===== src/design/counter_cmd_defs.svh =====
`ifndef COUNTER_CMD_DEFS_SVH
`define COUNTER_CMD_DEFS_SVH

// Widths and counts.
`define CMD_W        8
`define NUM_CTR      5
`define CTR_W        16

// Command byte field positions.
`define OP_HI        7
`define OP_LO        5
`define SUB_HI       4
`define SUB_LO       3
`define MASK_HI      4
`define NUM_HI       2
`define ELEM_HI      4
`define ELEM_LO      3
`define GRP_HI       2

// Top three bits of the command byte.
`define OP_PTR       3'h0
`define OP_ARM       3'h1
`define OP_LOAD      3'h2
`define OP_LDARM     3'h3
`define OP_DSAVE     3'h4
`define OP_SAVE      3'h5
`define OP_DISARM    3'h6

// Bits 4:3 of the single-counter and master-mode commands.
`define SUB_CLR      2'h0
`define SUB_SET      2'h1
`define SUB_STEP     2'h2
`define SUB_MISC     2'h3

// Low three bits that pick a master-mode or miscellaneous action.
`define N_POINTER_SEQUENCING_DISABLE       3'h0
`define N_FREQ_OUT_GATE_OFF       3'h6
`define N_WIDE_BUS_SELECT       3'h7
`define N_PF_ON      3'h0
`define N_PF_OFF     3'h1
`define N_MRESET     3'h7
`define N_FIRST      3'h1
`define N_LAST       3'h5

// Group values that never reach the pointer.
`define GRP_BAD0     3'h0
`define GRP_BAD1     3'h6

// Reset values and counting constants.
`define RST_BIT      1'h0
`define RST_ELEM     2'h0
`define RST_GRP      3'h1
`define RST_CNT      16'h0000
`define CNT_ONE      16'h0001
`define CNT_PRE_DOWN 16'h0001
`define CNT_PRE_UP   16'hFFFF

`endif


===== src/design/counter_cmd_pkg.sv =====
`include "counter_cmd_defs.svh"

package counter_cmd_pkg;

  // Decoded command kinds.
  typedef enum logic [4:0] {
    k_none, k_ptr, k_arm, k_load, k_ldarm, k_dsave, k_save, k_disarm,
    k_set_tog, k_clr_tog, k_step, k_pointer_sequencing_disable_set, k_pointer_sequencing_disable_clr, k_freq_out_gate_off_set,
    k_freq_out_gate_off_clr, k_wide_bus_select_set, k_wide_bus_select_clr, k_pf_on, k_pf_off, k_mreset
  } cmd_kind_t;

  // True when a counter number names one of the five counters.
  function automatic logic ctr_valid(input logic [2:0] n);
    ctr_valid = (n >= `N_FIRST) && (n <= `N_LAST);
  endfunction : ctr_valid

  // One-hot select for a counter number; invalid numbers give no bit.
  function automatic logic [`NUM_CTR-1:0] ctr_onehot(input logic [2:0] n);
    ctr_onehot = '0;
    for (int i = 0; i < `NUM_CTR; i++) begin
      ctr_onehot[i] = (n == 3'(i + 1));
    end
  endfunction : ctr_onehot

endpackage : counter_cmd_pkg


===== src/design/cmd_field_decode.sv =====
`timescale 1ns/100ps
`include "counter_cmd_defs.svh"
module cmd_field_decode (
  // Latched command.
  input  wire logic                        cmd_valid,
  input  wire logic [`CMD_W-1:0]           cmd_byte,
  // Decoded action.
  output counter_cmd_pkg::cmd_kind_t       cmd_kind,
  output logic      [`NUM_CTR-1:0]         ctr_sel
);
  import counter_cmd_pkg::*;

  // Splits the byte into its fields and names the command.
  function automatic cmd_kind_t kind_of(input logic [`CMD_W-1:0] b);
    logic [2:0] op;
    logic [1:0] sub;
    logic [2:0] n;
    op  = b[`OP_HI:`OP_LO];
    sub = b[`SUB_HI:`SUB_LO];
    n   = b[`NUM_HI:0];
    case (op)
      `OP_PTR:    kind_of = (n == `GRP_BAD0 || n == `GRP_BAD1) ? k_none : k_ptr;
      `OP_ARM:    kind_of = k_arm;
      `OP_LOAD:   kind_of = k_load;
      `OP_LDARM:  kind_of = k_ldarm;
      `OP_DSAVE:  kind_of = k_dsave;
      `OP_SAVE:   kind_of = k_save;
      `OP_DISARM: kind_of = k_disarm;
      default: begin
        case (sub)
          `SUB_SET: kind_of = (n == `N_POINTER_SEQUENCING_DISABLE) ? k_pointer_sequencing_disable_set :
                              (n == `N_FREQ_OUT_GATE_OFF) ? k_freq_out_gate_off_set :
                              (n == `N_WIDE_BUS_SELECT) ? k_wide_bus_select_set :
                              ctr_valid(n)   ? k_set_tog  : k_none;
          `SUB_CLR: kind_of = (n == `N_POINTER_SEQUENCING_DISABLE) ? k_pointer_sequencing_disable_clr :
                              (n == `N_FREQ_OUT_GATE_OFF) ? k_freq_out_gate_off_clr :
                              (n == `N_WIDE_BUS_SELECT) ? k_wide_bus_select_clr :
                              ctr_valid(n)   ? k_clr_tog  : k_none;
          `SUB_STEP: kind_of = ctr_valid(n) ? k_step : k_none;
          default:  kind_of = (n == `N_PF_ON)  ? k_pf_on  :
                              (n == `N_PF_OFF) ? k_pf_off :
                              (n == `N_MRESET) ? k_mreset : k_none;
        endcase
      end
    endcase
  endfunction : kind_of

  // Mask commands use the low five bits, single-counter ones the number.
  wire             op_single = (cmd_byte[`OP_HI:`OP_LO] == 3'h7);
  assign cmd_kind = cmd_valid ? kind_of(cmd_byte) : k_none;
  assign ctr_sel  = op_single ? ctr_onehot(cmd_byte[`NUM_HI:0]) : cmd_byte[`MASK_HI:0];

endmodule : cmd_field_decode


===== src/design/counter_slice.sv =====
`timescale 1ns/100ps
`include "counter_cmd_defs.svh"
module counter_slice #(
  parameter int W = `CTR_W
) (
  // Clock and reset.
  input  wire logic         sys_clk,
  input  wire logic         nrst,
  // Command strobes for this counter.
  input  wire logic         do_arm,
  input  wire logic         do_load,
  input  wire logic         do_disarm,
  input  wire logic         do_save,
  input  wire logic         do_step,
  input  wire logic         do_set_tog,
  input  wire logic         do_clr_tog,
  input  wire logic         mreset,
  // Counting context.
  input  wire logic         src_edge,
  input  wire logic         hw_gate_ok,
  input  wire logic         dir_up,
  input  wire logic         alt_mode,
  input  wire logic         gate_mode,
  input  wire logic         gate_level,
  input  wire logic         load_wr,
  input  wire logic [W-1:0] load_data,
  // Counter state.
  output logic      [W-1:0] count,
  output logic      [W-1:0] hold,
  output logic      [W-1:0] load_reg,
  output logic              armed,
  output logic              tc,
  output logic              toggle,
  output logic              sel_hold
);
  logic pending;

  // Count pulses: armed and gated source edges, the edge that leaves TC, steps and loads.
  wire         src_pulse = src_edge & ((armed & hw_gate_ok) | tc);
  wire         cnt_pulse = src_pulse | do_step | do_load;
  wire [W-1:0] pre_tc    = dir_up ? W'(`CNT_PRE_UP) : W'(`CNT_PRE_DOWN);
  wire [W-1:0] stepped   = dir_up ? count + W'(`CNT_ONE) : count - W'(`CNT_ONE);
  wire         load_in_tc = do_load & tc;
  wire         enter_tc  = cnt_pulse & (count == pre_tc) & ~load_in_tc;
  wire         leave_tc  = tc & cnt_pulse;
  // Reload source as a terminal count would pick it.
  wire         src_hold  = gate_mode ? gate_level : (alt_mode & sel_hold);
  // Source when a load ends TC: disarmed counters outside gate mode take the load register.
  wire         tc_hold   = gate_mode ? gate_level : (armed & alt_mode & sel_hold);
  wire [W-1:0] reload    = src_hold ? hold : load_reg;
  wire [W-1:0] tc_reload = tc_hold ? hold : load_reg;
  wire         disarm_now = do_disarm & ~(tc & ~cnt_pulse);

  wire [W-1:0] next_count = enter_tc   ? reload :
                            load_in_tc ? tc_reload :
                            do_load    ? reload :
                            cnt_pulse  ? stepped : count;
  wire         next_tc    = enter_tc | (tc & ~cnt_pulse);
  // Arm resets the selector after any flip from a load-driven TC.
  wire         next_sel   = do_arm ? 1'h1 : (enter_tc & alt_mode) ? ~sel_hold : sel_hold;
  wire         next_armed = do_arm ? 1'h1 : (disarm_now | (pending & leave_tc)) ? 1'h0 : armed;
  wire         next_pend  = do_arm ? 1'h0 : (do_disarm & tc & ~cnt_pulse) ? 1'h1 :
                            leave_tc ? 1'h0 : pending;
  wire         next_tog   = do_set_tog ? 1'h1 : do_clr_tog ? 1'h0 : toggle ^ enter_tc;

  // Counter value, TC state and reload selector.
  always_ff @(posedge sys_clk) begin
    if (!nrst || mreset) begin
      count    <= `RST_CNT;
      tc       <= `RST_BIT;
      sel_hold <= `RST_BIT;
    end else begin
      count    <= next_count;
      tc       <= next_tc;
      sel_hold <= next_sel;
    end
  end

  // Arm state, deferred disarm, toggle output and the load and hold registers.
  always_ff @(posedge sys_clk) begin
    if (!nrst || mreset) begin
      armed    <= `RST_BIT;
      pending  <= `RST_BIT;
      toggle   <= `RST_BIT;
      hold     <= `RST_CNT;
      load_reg <= `RST_CNT;
    end else begin
      armed    <= next_armed;
      pending  <= next_pend;
      toggle   <= next_tog;
      hold     <= do_save ? count : hold;
      load_reg <= load_wr ? load_data : load_reg;
    end
  end

endmodule : counter_slice


===== src/design/counter_command_decoder.sv =====
// Functional notes
// - Each host byte on the control port is latched and decoded as a command.
// - Mask commands act on every counter whose low-five-bit select is set, together.
// - Single-counter commands use the low three bits as counter number one to five.
// - Top bits 001 arm, 010 load, 011 load-arm, 100 disarm-save, 101 save, 110 disarm.
// - Top bits 000 load pointer element from bits 4:3, group from 2:0.
// - Code 11101 n sets counter n toggle; 11100 n clears it.
// - Code 11110 n steps counter n by one count.
// - Master-mode codes set or clear sequencing disable, output gate and bus width.
// - Codes enable or disable write prefetch; all ones does a master reset.
// - Arm enables counting; zero mask bits leave arm state unchanged.
// - Unarmed counters take no source edge except the one leaving TC; hardware gate further qualifies armed ones.
// - Disarm in TC waits until the counter leaves TC.
// - Arm or load-arm resets alternating reload selector to hold first.
// - Load copies load or hold register into counter, any arm state.
// - Load is a pseudo-count; one count before TC it enters TC.
// - Load in TC ends TC; armed counters reload from planned source.
// - Disarmed counter loaded in TC reloads from the load register unless gate-selected.
// - Gate-selected modes pick reload source from the gate level.
// - Load-driven TC flips the alternating selector like a source edge.
// - Load during TC ends it without flipping the selector.
// - Step decrements or increments by direction bit, even when disarmed.
// - Save copies counter value into hold register without disturbing counting.
// - Load-and-arm equals load then arm on the same counters.
`timescale 1ns/100ps
`include "counter_cmd_defs.svh"
module counter_command_decoder #(
  parameter int N = `NUM_CTR,
  parameter int W = `CTR_W
) (
  // Clock and reset.
  input  wire logic                 sys_clk,
  input  wire logic                 nrst,
  // Control port from the host.
  input  wire logic                 cmd_wr,
  input  wire logic [`CMD_W-1:0]    cmd_data,
  // Load register writes.
  input  wire logic [N-1:0]         load_wr,
  input  wire logic [W-1:0]         load_data,
  // Per-counter counting context.
  input  wire logic [N-1:0]         src_edge,
  input  wire logic [N-1:0]         hw_gate_ok,
  input  wire logic [N-1:0]         count_direction_bit,
  input  wire logic [N-1:0]         alt_reload_mode,
  input  wire logic [N-1:0]         gate_reload_mode,
  input  wire logic [N-1:0]         gate_level,
  // Master-mode bits and pointer.
  output logic                      pointer_sequencing_disable,
  output logic                      freq_out_gate_off,
  output logic                      wide_bus_select,
  output logic                      write_prefetch_en,
  output logic      [1:0]           element_field,
  output logic      [2:0]           group_field,
  output logic                      byte_pointer,
  // Counter state.
  output logic      [N-1:0][W-1:0]  count_value,
  output logic      [N-1:0][W-1:0]  hold_value,
  output logic      [N-1:0][W-1:0]  load_value,
  output logic      [N-1:0]         armed,
  output logic      [N-1:0]         terminal_count_state,
  output logic      [N-1:0]         toggle_out,
  output logic      [N-1:0]         reload_sel_hold
);
  import counter_cmd_pkg::*;

  logic [`CMD_W-1:0] command_register;
  logic              cmd_valid;
  cmd_kind_t         cmd_kind;
  logic [N-1:0]      ctr_sel;

  // Command register and its one-cycle decode strobe.
  always_ff @(posedge sys_clk) begin
    if (!nrst) begin
      command_register <= '0;
      cmd_valid        <= `RST_BIT;
    end else begin
      command_register <= cmd_wr ? cmd_data : command_register;
      cmd_valid        <= cmd_wr;
    end
  end

  cmd_field_decode u_decode (
    .cmd_valid (cmd_valid),
    .cmd_byte  (command_register),
    .cmd_kind  (cmd_kind),
    .ctr_sel   (ctr_sel)
  );

  // Per-counter strobes from the kind and the select; unused codes give none.
  wire         mreset   = (cmd_kind == k_mreset);
  wire [N-1:0] arm_s    = ((cmd_kind == k_arm) || (cmd_kind == k_ldarm)) ? ctr_sel : '0;
  wire [N-1:0] load_s   = ((cmd_kind == k_load) || (cmd_kind == k_ldarm)) ? ctr_sel : '0;
  wire [N-1:0] disarm_s = ((cmd_kind == k_disarm) || (cmd_kind == k_dsave)) ? ctr_sel : '0;
  wire [N-1:0] save_s   = ((cmd_kind == k_save) || (cmd_kind == k_dsave)) ? ctr_sel : '0;
  wire [N-1:0] step_s   = (cmd_kind == k_step) ? ctr_sel : '0;
  wire [N-1:0] set_s    = (cmd_kind == k_set_tog) ? ctr_sel : '0;
  wire [N-1:0] clr_s    = (cmd_kind == k_clr_tog) ? ctr_sel : '0;

  // Next values of the master-mode bits; codes not listed hold them.
  wire next_seq_dis = (cmd_kind == k_pointer_sequencing_disable_set) ? 1'h1 :
                      (cmd_kind == k_pointer_sequencing_disable_clr) ? 1'h0 : pointer_sequencing_disable;
  wire next_frequency_output    = (cmd_kind == k_freq_out_gate_off_set) ? 1'h1 :
                      (cmd_kind == k_freq_out_gate_off_clr) ? 1'h0 : freq_out_gate_off;
  wire next_wide    = (cmd_kind == k_wide_bus_select_set) ? 1'h1 :
                      (cmd_kind == k_wide_bus_select_clr) ? 1'h0 : wide_bus_select;
  wire next_pf      = (cmd_kind == k_pf_on)  ? 1'h1 :
                      (cmd_kind == k_pf_off) ? 1'h0 : write_prefetch_en;
  wire ptr_ld       = (cmd_kind == k_ptr);

  // Master-mode bits.
  always_ff @(posedge sys_clk) begin
    if (!nrst || mreset) begin
      pointer_sequencing_disable <= `RST_BIT;
      freq_out_gate_off          <= `RST_BIT;
      wide_bus_select            <= `RST_BIT;
      write_prefetch_en          <= `RST_BIT;
    end else begin
      pointer_sequencing_disable <= next_seq_dis;
      freq_out_gate_off          <= next_frequency_output;
      wide_bus_select            <= next_wide;
      write_prefetch_en          <= next_pf;
    end
  end

  // Pointer element and group fields; loading also sets the byte pointer.
  always_ff @(posedge sys_clk) begin
    if (!nrst || mreset) begin
      element_field <= `RST_ELEM;
      group_field   <= `RST_GRP;
      byte_pointer  <= `RST_BIT;
    end else if (ptr_ld) begin
      element_field <= command_register[`ELEM_HI:`ELEM_LO];
      group_field   <= command_register[`GRP_HI:0];
      byte_pointer  <= 1'h1;
    end
  end

  // One slice per counter; all selected slices act on the same edge.
  for (genvar i = 0; i < N; i++) begin : g_ctr
    counter_slice #(
      .W (W)
    ) u_slice (
      .sys_clk    (sys_clk),
      .nrst       (nrst),
      .do_arm     (arm_s[i]),
      .do_load    (load_s[i]),
      .do_disarm  (disarm_s[i]),
      .do_save    (save_s[i]),
      .do_step    (step_s[i]),
      .do_set_tog (set_s[i]),
      .do_clr_tog (clr_s[i]),
      .mreset     (mreset),
      .src_edge   (src_edge[i]),
      .hw_gate_ok (hw_gate_ok[i]),
      .dir_up     (count_direction_bit[i]),
      .alt_mode   (alt_reload_mode[i]),
      .gate_mode  (gate_reload_mode[i]),
      .gate_level (gate_level[i]),
      .load_wr    (load_wr[i]),
      .load_data  (load_data),
      .count      (count_value[i]),
      .hold       (hold_value[i]),
      .load_reg   (load_value[i]),
      .armed      (armed[i]),
      .tc         (terminal_count_state[i]),
      .toggle     (toggle_out[i]),
      .sel_hold   (reload_sel_hold[i])
    );
  end

  for (genvar i = 0; i < N; i++) begin : g_chk

  end
endmodule : counter_command_decoder


===== config.mk =====
export PLATFORM = sky130hd
export DESIGN_NAME = counter_command_decoder
export DESIGN_NICKNAME = d
export VERILOG_FILES = /design/src/design/counter_cmd_pkg.sv /design/src/design/cmd_field_decode.sv /design/src/design/counter_slice.sv /design/src/design/counter_command_decoder.sv
export VERILOG_INCLUDE_DIRS = /design/src /design/src/design
export SDC_FILE = /design/constraint.sdc
export NUM_CORES = 1
export LEC_CHECK = 0
export ABC_AREA = 1
export BUFFER_PORTS_ARGS = -buffer_cell sky130_fd_sc_hd__buf_4
export CAP_MARGIN = 20
export CORE_MARGIN = 2
export CORE_UTILIZATION = 57
export DETAILED_ROUTE_END_ITERATION = 6
export PLACE_DENSITY = 0.82
export RECOVER_POWER = 25
export SKIP_CTS_REPAIR_TIMING = 1
export SLEW_MARGIN = 20
export SYNTH_ARGS = -nofsm -noshare
export SYNTH_HDL_FRONTEND = slang
export SYNTH_SLANG_ARGS = --single-unit

===== constraint.sdc =====
create_clock -name sys_clk -period 2.8 [get_ports sys_clk]
set_clock_uncertainty 0.15 [all_clocks]
set_input_delay 0 -clock sys_clk [delete_from_list [all_inputs] [get_ports sys_clk]]
set_output_delay 0 -clock sys_clk [all_outputs]
set_load 0.005 [all_outputs]

* Word-level counts from Yosys, hierarchy flattened
Index checks and enable logic that the tools add are counted.
** Storage, ports and cells
- Register bits after elaboration :: 284
- Input port bits :: 62
- Logic and storage cells :: 388
** Operators by class
- Add/sub/neg operators :: 10
- Magnitude comparators :: 2
- Equal/unequal tests :: 40
- Muxes and demuxes :: 122
- Bitwise logic cells :: 125
- Reductions and logical operators :: 40
** Operator list (count)
- 16-bit 2-to-1 mux :: 40
- 5-bit 2-to-1 mux :: 18
- 16-bit by 1-bit adder with 16-bit output, second input constant :: 5
- 16-bit == test :: 5
- 16-bit by 1-bit subtractor with 16-bit output, second input constant :: 5
- 1-bit AND :: 75
- 1-bit 2-to-1 mux :: 59
- 5-bit by 4-bit == test with 1-bit output, second input constant :: 8
- 2-bit nonzero test :: 19
- 5-bit one-hot mux with 7 select lines :: 1
- 1-bit OR :: 25
- 3-bit == test, second input constant :: 8
- 5-bit by 3-bit == test with 1-bit output, second input constant :: 4
- 5-bit == test, second input constant :: 4
- 1-bit NOT :: 20
- 4-bit nonzero test :: 5
- 5-bit one-hot mux with 3 select lines :: 1
- 3-bit by 2-bit == test with 1-bit output, second input constant :: 4
- 4-bit 2-to-1 mux :: 3
- 5-bit by 2-bit == test with 1-bit output, second input constant :: 2
- 2-bit OR reduction :: 5
- 3-bit by 1-bit == test with 1-bit output, second input constant :: 2
- 3-bit logical NOT :: 2
- 1-bit logical OR :: 6
- other kinds (9) :: 13

* Logic depth before layout (Yosys ltp)
Gate-level depths: netlist of run 1.
- Depth after elaboration :: 20
- Gate-level depth with buffers :: 24

* Hierarchy
From an unflattened synthesis of run 1, not the netlist that was laid out.
** Unflattened totals
- Cell total of the unflattened synthesis :: 3118
- Area total of the unflattened synthesis :: 19277.2 µm²
** Modules (own cells, without submodules)
- counter_slice (g_ctr[1].u_slice ...) :: times used 4, cells each 580, area each 3564.7 µm², sequential area each 1061.0 µm²
- counter_slice (g_ctr[0].u_slice) :: times used 1, cells each 576, area each 3654.8 µm², sequential area each 1061.0 µm²
- counter_command_decoder :: times used 1, cells each 155, area each 1034.7 µm², sequential area each 380.4 µm²
- cmd_field_decode :: times used 1, cells each 67, area each 329.1 µm², sequential area each 0.0 µm²

* Worst setup path after synthesis of run 1
No wires, ideal clock.
- Path kind :: flip-flop to flip-flop
- Start point :: register command_register[0]
- End point :: register g_ctr[0].u_slice.count[10]
- Data arrival time :: 2.168 ns
- Data required time :: 2.541 ns
- Setup slack :: 0.373 ns
- Stages on the path, launching flop included :: 24
- Path buffers :: 3
- Cell sequence :: dfxtp_1 > nor2_1 > nand2_2 > nand3_1 > nand2_1 > inv_1 > nand2_1 > nand2_1 > nand2_1 > nand2_2 > nand2_2 > inv_2 > nand2_2 > nand2_2 > buf_12 > nand2_4 > buf_6 > buf_4 > o21ai_1 > nand2_1 > nand2_1 > nand3_1 > nand2_1 > inv_1
** Between the ends
- Longest elaborated chain between the ends :: 16
** Ends and longest elaborated chain
- start, declared :: RTL line counter_command_decoder.sv:66 : logic [`CMD_W-1:0] command_register;
- start signal, assigned :: RTL line counter_command_decoder.sv:77 : command_register <= cmd_wr ? cmd_data : command_register;
- 3-bit by 1-bit greater-or-equal comparator with 1-bit output (no source line) / 3-bit less-or-equal comparator (equally long branches)
- 1-bit logical AND :: RTL line counter_cmd_pkg.sv:14 : ctr_valid = (n >= `N_FIRST) && (n <= `N_LAST);
- 4-bit 2-to-1 mux, on equally long branches :: RTL line cmd_field_decode.sv:38, cmd_field_decode.sv:34
- 5-bit 2-to-1 mux, on equally long branches :: RTL line cmd_field_decode.sv:37, cmd_field_decode.sv:33
- 5-bit 2-to-1 mux, on equally long branches :: RTL line cmd_field_decode.sv:36, cmd_field_decode.sv:32
- 5-bit 2-to-1 mux, on equally long branches :: RTL line cmd_field_decode.sv:35, cmd_field_decode.sv:31
- 5-bit one-hot mux with 3 select lines :: RTL line cmd_field_decode.sv:30 : case (sub)
- 5-bit one-hot mux with 7 select lines :: RTL line cmd_field_decode.sv:21 : case (op)
- 5-bit 2-to-1 mux :: RTL line cmd_field_decode.sv:50 : assign cmd_kind = cmd_valid ? kind_of(cmd_byte) : k_none;
- 5-bit by 4-bit == test with 1-bit output, or another cell as far along :: RTL line counter_command_decoder.sv:95 : wire [N-1:0] step_s = (cmd_kind == k_step) ? ctr_sel : '0;
- 5-bit 2-to-1 mux / 1-bit logical OR (equally long branches) :: RTL line counter_command_decoder.sv:95, counter_command_decoder.sv:92
- 1-bit OR / 5-bit 2-to-1 mux (equally long branches) :: RTL line counter_slice.sv:40, counter_command_decoder.sv:92
- 1-bit OR / 1-bit AND (equally long branches) :: RTL line counter_slice.sv:40, counter_slice.sv:43
- 1-bit AND / 1-bit NOT (equally long branches) :: RTL line counter_slice.sv:44 : wire enter_tc = cnt_pulse & (count == pre_tc) & ~load_in_tc;
- 1-bit AND :: RTL line counter_slice.sv:44
- 4-bit nonzero test (no source line) / 16-bit 2-to-1 mux (equally long branches)
- end signal, assigned :: RTL line counter_slice.sv:69 : count <= `RST_CNT;
- end signal, assigned :: RTL line counter_slice.sv:73 : count <= next_count;
- end, declared :: RTL line counter_slice.sv:28 : output logic [W-1:0] count,
Parallel ways exist; a longest one is shown, timed or not.
A chain may end at the register's enable or synchronous reset.

* Worst setup path after layout of run 1
- Start point :: register command_register[1]
- End point :: register g_ctr[2].u_slice.count[0]
** Between the ends
- Longest elaborated chain between the ends :: 16
** Ends and longest elaborated chain (RTL line)
- 3-bit by 1-bit greater-or-equal comparator with 1-bit output (no source line) / 3-bit less-or-equal comparator (equally long branches)
- 1-bit logical AND :: counter_cmd_pkg.sv:14
- 4-bit 2-to-1 mux, on equally long branches :: cmd_field_decode.sv:38, cmd_field_decode.sv:34
- 5-bit 2-to-1 mux, on equally long branches :: cmd_field_decode.sv:37, cmd_field_decode.sv:33
- 5-bit 2-to-1 mux, on equally long branches :: cmd_field_decode.sv:36, cmd_field_decode.sv:32
- 5-bit 2-to-1 mux, on equally long branches :: cmd_field_decode.sv:35, cmd_field_decode.sv:31
- 5-bit one-hot mux with 3 select lines :: cmd_field_decode.sv:30
- 5-bit one-hot mux with 7 select lines :: cmd_field_decode.sv:21
- 5-bit 2-to-1 mux :: cmd_field_decode.sv:50
- 5-bit by 4-bit == test with 1-bit output, or another cell as far along :: counter_command_decoder.sv:95
- 5-bit 2-to-1 mux / 1-bit logical OR (equally long branches) :: counter_command_decoder.sv:95, counter_command_decoder.sv:92
- 1-bit OR / 5-bit 2-to-1 mux (equally long branches) :: counter_slice.sv:40, counter_command_decoder.sv:92
- 1-bit OR / 1-bit AND (equally long branches) :: counter_slice.sv:40, counter_slice.sv:43
- 1-bit AND / 1-bit NOT (equally long branches) :: counter_slice.sv:44
- 1-bit AND :: counter_slice.sv:44
- 4-bit nonzero test (no source line) / 16-bit 2-to-1 mux (equally long branches)
- end signal, assigned :: counter_slice.sv:69
- end signal, assigned :: counter_slice.sv:73
- end, declared :: counter_slice.sv:28
Parallel ways exist; a longest one is shown, timed or not.

==> reports/qor.csv, run 1 <==
metric,value,unit
final_cell_mix,"nand2_1 (726), o21ai_0 (382), buf_4 (324), inv_1 (277), dfxtp_1 (276)",
finalHoldViolations,3,
drv_slew,0,
crit_path_start_kind,register,
max-vdd-ir-drop,0.428,mV
maxCapViolCount,0,
path_class,reg -> reg,
fp.dieH,186,µm
setup-violations-final,0,
row_count,66,
required,3.11,ns
pin_count,332,
whs,-0.0677,ns
clk_pin_slew,0.06,ns
drtIter0Drc,2515,
via_per_inst,5.84,
ant_nets,0,
grt_usage,0.387,
root_buffer,clkbuf_16,
fillers,2749,
synthArstFlopShare,0,
p_per_area,457,nW/µm²
coreArea,32500,µm²
synth_warnings,0,
synth_flop_cell,dfxtp_1,
crit_fanout,20,
endpoint_kind,register,
synth_edf_count,0,
place.detailed.hpwl,51.7,mm
avgSynthCellArea,6.44,µm²
vias,22000,
drc,0,
cts_buffers,34,
total_power,10.9,mW
relSlewSlack,0.525,
status,"finished, violations left",
routed_wl,71.1,mm
timing.final.crit_share,0.981,
fmax,0.364,GHz
dieArea,34500,µm²
initial_core_util,0.579,
critPathArrivalTime,3.06,ns
die_w,186,µm
hold_class,in -> reg,
first_pass_iters,6,
violations,negative hold slack,
grt_pass1_wl,106,mm
ys_types,48,
syn_area,18800,µm²
syn_nets,3069,
antenna_found_initial,1,
yosysSeqAreaShare,0.302,
grt_max_degree,47,
drive_above_1_share,0.176,
grt_pass1_vias,19700,
ys_seq_elements,284,
cts.sinks,284,
layout_commonest_cell,nand2_1,
fin_crit,2.75,ns
clk_latency,0.52,ns
gp_congestion,1.01,
area_growth,26.6,%
tightestPinTransition,0.713,ns
cts_tree,done,
portBuffers,331,
rsz0062_at_grt,yes,
nets,3450,
grt-ovfl-total,0,
seqCellArea,5710,µm²
clk_path_buf_depth,3,
multiInputGateArea,11300,µm²
cts-htree-levels,2,
synth_cells,2927,
wl_per_cell,18.8,µm
p_leak,11.4,nW
==> layout make-up <==
cell class                      instances  area share
Clock inverter                         15     0.00881
Multi-Input combinational cell       2178       0.476
Inverter                              305      0.0495
Clock buffer                           44      0.0394
Timing Repair Buffer                  505       0.164
Tap cell                              442      0.0232
Antenna cell                            1    0.000105
Sequential cell                       284       0.239
==> logic make-up (layout without fill, tap and decap cells) <==
kind of cell	count (synthesis)	count (layout)	share of synthesized area
xor gates and xnor gates	73	73	0.0339
buffers and inverters	466	869	0.104
muxes	3	3	0.00159
adders and majority gates	80	80	0.0551
other	0	1	0
DFF	284	284	0.302
and+or+nand+nor	1222	1223	0.271
AOI/OAI and AO/OA	799	799	0.232
==> stage by stage <==
stage | instances | TNS (ns) | cell area, µm² | utilization | worst slack (ns)
finish | 3774 | 0 | 23800 | 0.733 | 0.0519
CTS | 3725 | -0.865 | 23300 | 0.716 | -0.0931
detailed placement | 3666 | -0.316 | 22200 | 0.681 | -0.0648
global placement | 3665 | -0.00940 | 22100 | 0.680 | -0.00825
floorplan | 2927 | 0 | 18800 | - | 0.373
global route | 3774 | -1.58 | 23800 | 0.733 | -0.0868
==> synthesized netlist by cell type (all sizes together), types with 39 or more instances <==
cell    instances  area, µm²
nand2         749       2880
o21ai         411       2060
inv           299       1130
dfxtp         284       5690
nor2          257        997
a21oi         243       1230
nand3         143        771
clkbuf         94        353
a211oi         82        616
ha             75        938
buf            67        457
xor2           39        342
==> per-layer routing <==
layer	track usage	part of all wire	vias up
li1	-	-	10500
met1	0.549	0.41	10000
met2	0.581	0.44	1352
met3	0.0747	0.12	196
met4	0.145	0.040	0
met5	0	0	-
==> final timing paths <==
check                                        startpoint                                      end  slack (ns)  depth (start not counted)
hold / removal                   count_direction_bit[3]  g_ctr[3].u_slice.count[15]$_SDFFE_PP0P_       -0.07                          6
hold reg to reg   g_ctr[2].u_slice.hold[0]$_SDFFE_PP0P_    g_ctr[2].u_slice.hold[0]$_SDFFE_PP0P_        0.33                          2
setup / recovery       command_register[1]$_SDFFE_PN0P_   g_ctr[2].u_slice.count[0]$_SDFFE_PP0P_        0.05                         17
setup reg to reg       command_register[1]$_SDFFE_PN0P_   g_ctr[2].u_slice.count[0]$_SDFFE_PP0P_        0.05                         17
==> worst max-delay path, stage by stage, from the launching register on <==
cell and delay [ns]:
dfxtp_4 0.39, nand3_1 0.16, nand3_1 0.12, nand2_1 0.06, nand2_1 0.07, nand2_1 0.07
a21oi_2 0.23, nand4_1 0.25, nand2_4 0.18, buf_6 0.17, nand2_8 0.09, nand2_8 0.10
inv_6 0.10, nor2_4 0.26, nand2_1 0.10, nand3_1 0.09, nand2_1 0.05, inv_1 0.05
==> power breakdown <==
part	switching (mW)	internal, mW	total [mW]
registers	0.212	4.18	4.39
clock network	1.81	2.84	4.65
logic	1.11	0.746	1.86
Note: power is estimated with default switching activity, not from simulation.
==> run 2: changes to the inputs <==
--- a/config.mk
+++ b/config.mk
@@ -11,6 +11,6 @@
 export CAP_MARGIN = 20
-export CORE_MARGIN = 2
+export CORE_MARGIN = 3
 export CORE_UTILIZATION = 57
 export DETAILED_ROUTE_END_ITERATION = 6
-export PLACE_DENSITY = 0.82
+export PLACE_DENSITY = 0.92
 export RECOVER_POWER = 25
--- a/constraint.sdc
+++ b/constraint.sdc
@@ -4,2 +4,2 @@
 set_output_delay 0 -clock sys_clk [all_outputs]
-set_load 0.005 [all_outputs]
+set_load 0.01 [all_outputs]
==> run 2 against run 1 <==
The run ends with design-rule violations, negative hold slack left. Cell count shrank 0.42%. Wire length grew 0.46%. Maximum frequency grew 2.5%. Die area grew 2.2%. Cell area shrank 2.2%. Setup slack gained 0.068 ns. Via count grew 2.2%. Largest cell class unchanged.
==> reports/qor.csv, run 2 (same netlist as run 1, synthesis figures left out) <==
metric,value,unit,change
maxCapViolCount,0,,unchanged
critPathArrivalTime,3.00,ns,-0.06 ns
rsz0062_at_grt,yes,,
first_pass_iters,7,,+1
worstSetupPathDepth,11,,-6
cp_common_cell,nand2_1,,
coreArea,32000,µm²,-1.5%
cts_buffers,31,,-8.8%
seq_power_share,0.420,,+0.017
drc,1,,+1
p_per_area,448,nW/µm²,-2.0%
critPathLaunch,command_register[5]$_SDFFE_PN0P_,,
layout_commonest_cell,nand2_1,,
stdcell_count,3758,,-0.42%
fin_crit,2.68,ns,-0.0679 ns
p_sw,3.15,mW,+0.50%
clockPowerShare,0.397,,-0.029
routed_wl,71.4,mm,+0.46%
p_leak,10.9,nW,-4.2%
max-vdd-ir-drop,0.468,mV,+9.6%
cts-htree-levels,1,,-1
crit_path_start_kind,register,,
clk_path_buf_depth,3,,unchanged
area_growth,23.8,%,
nets,3441,,-0.26%
relSlewSlack,0.524,,-0.000917
fmax,0.373,GHz,+2.5%
r2r_cells,11,,-6
m1WireLength,28.1,mm,-2.8%
cts_tree,done,,
placed_area,22100,µm²,-0.36%
row_count,65,,-1.5%
seqCellArea,5700,µm²,about the same
total_power,10.4,mW,-4.2%
p_sw_frac,0.302,,+0.0141
violations,"design-rule violations, negative hold slack",,
r2r_slack,0.12,ns,+0.07 ns
fp.dieH,188,µm,+1.1%
grt_pass1_vias,20500,,+4.2%
r2r-start,command_register[5]$_SDFFE_PN0P_,,
via_per_inst,5.99,,+2.6%
tightestPinTransition,0.708,ns,-0.00506 ns
drive_above_1_share,0.141,,-0.0348
clk_pin_slew,0.06,ns,about the same
root_buffer,clkbuf_16,,
n_antenna_cell,0,,-1
path_class,reg -> reg,,
dieArea,35300,µm²,+2.2%
path_buf_inv,3,,unchanged
die_w,188,µm,+1.1%
dp.cells,3651,,-0.41%
wl_met3,8.33,mm,-0.50%
status,"finished, violations left",,
grt_pass1_wl,108,mm,+1.7%
multiInputGateArea,11400,µm²,+0.11%
intPower,7.29,mW,-6.1%
drtIter0Drc,2974,,+18%
setup_slack,0.120,ns,+0.0679 ns
path_cells,nand2_1 -> inv_2 -> nand2_2 -> o21ai_0 -> clkinv_1 -> nand3_4 -> clkinv_2 -> nand2_1 -> nand3_1 -> a21oi_1 -> nor2_1,,
finalInstanceArea,23300,µm²,-2.2%
cts.sinks,284,,unchanged
highest-signal-layer,met4,,
grt_max_degree,69,,+47%
required,3.12,ns,about the same
dp_worst_setup_slack,-0.0815,ns,-0.0167 ns
vias,22500,,+2.2%
finalHoldViolations,2,,-1
endpoint,g_ctr[1].u_slice.count[1]$_SDFFE_PP0P_,,
slowest_stage,o21ai_0,,
final_cell_mix,"nand2_1 (726), o21ai_0 (386), buf_4 (306), inv_1 (278), dfxtp_1 (277)",,
ant_nets,0,,unchanged
combPwrFrac,0.183,,+0.012
wl_met2,31.1,mm,+0.28%
max_stage_delay,0.48,ns,+0.09 ns
timing.rr.end,g_ctr[1].u_slice.count[1]$_SDFFE_PP0P_,,
grt_usage,0.371,,-0.0167
drv_slew,0,,unchanged
crit_family,buffers and inverters,,
clk_latency,0.58,ns,+0.06 ns
crit_fanout,15,,-25%
whs,-0.0350,ns,+0.0327 ns
pin_count,332,,unchanged
place.detailed.hpwl,51.4,mm,-0.57%
setup-violations-final,0,,unchanged
hold_class,in -> reg,,
antenna_found_initial,0,,-1
portBuffers,331,,unchanged
fillers,2772,,+0.84%
wl_per_cell,19.0,µm,+0.88%
initial_core_util,0.588,,+0.00891
timing.final.crit_share,0.957,,-0.0243
grt-ovfl-total,0,,unchanged
endpoint_kind,register,,
gp_congestion,1.00,,-0.48%
==> run 2: cell types whose count changed in the layout (fill, tap and decap cells not counted), moves of 4 or more <==
cell	delta
o21ai_0	+4
buf_4	-18
dlygate4sd3_1	+6
clkbuf_1	+103
clkbuf_4	-99
==> run 2: metrics by stage <==
stage	utilization	setup TNS (ns)
2_1_floorplan	-	0
3_3_place_gp	0.689	0
3_5_place_dp	0.689	-0.487
4_1_cts	0.721	-1.63
5_1_grt	0.728	-0.399
6_report	0.728	0
==> run 2: area by class of cell <==
| class | instances | area share |
|---|---|---|
| clock buffers | 44 | 0.0379 |
| clock inverters | 13 | 0.00553 |
| inverters | 305 | 0.0504 |
| multi-input cells | 2178 | 0.487 |
| flip-flops and latches | 284 | 0.245 |
| well taps | 435 | 0.0233 |
| repair buffers | 499 | 0.151 |
==> run 2: how the worst min path moves through the flow <==
stage | start | to | depth (start not counted)
final | hw_gate_ok[3] | g_ctr[3].u_slice.tc$_SDFF_PP0_ | 6
after global routing | src_edge[2] | g_ctr[2].u_slice.pending$_SDFFE_PP0P_ | 5
after CTS | cmd_wr | cmd_valid$_SDFF_PN0_ | 3
after detailed placement | cmd_wr | cmd_valid$_SDFF_PN0_ | 3
after global placement | cmd_wr | cmd_valid$_SDFF_PN0_ | 3
after floorplan | cmd_wr | cmd_valid$_SDFF_PN0_ | 2
==> run 2: layer usage <==
layer  global-route usage  up-vias
met5                    0        -
met4                0.187        0
met3               0.0720      289
met2                0.578     1526
met1                0.490    10300
li1                     -    10400
==> run 2: power by group through the flow <==
stage	clock network, mW	logic (mW)	registers [mW]
3_3_place_gp	0	1.76	4.45
3_5_place_dp	0	1.80	4.46
6_report	4.15	1.91	4.39
5_1_grt	4.31	2.09	4.39
2_1_floorplan	0	1.09	4.43
4_1_cts	4.14	1.82	4.37
==> run 2: worst min-delay path, stage by stage <==
cell	delay, ns
buf_4	0.11
nand2_1	0.05
a21boi_0	0.20
nor2_1	0.10
nand3_1	0.12
a21oi_1	0.07
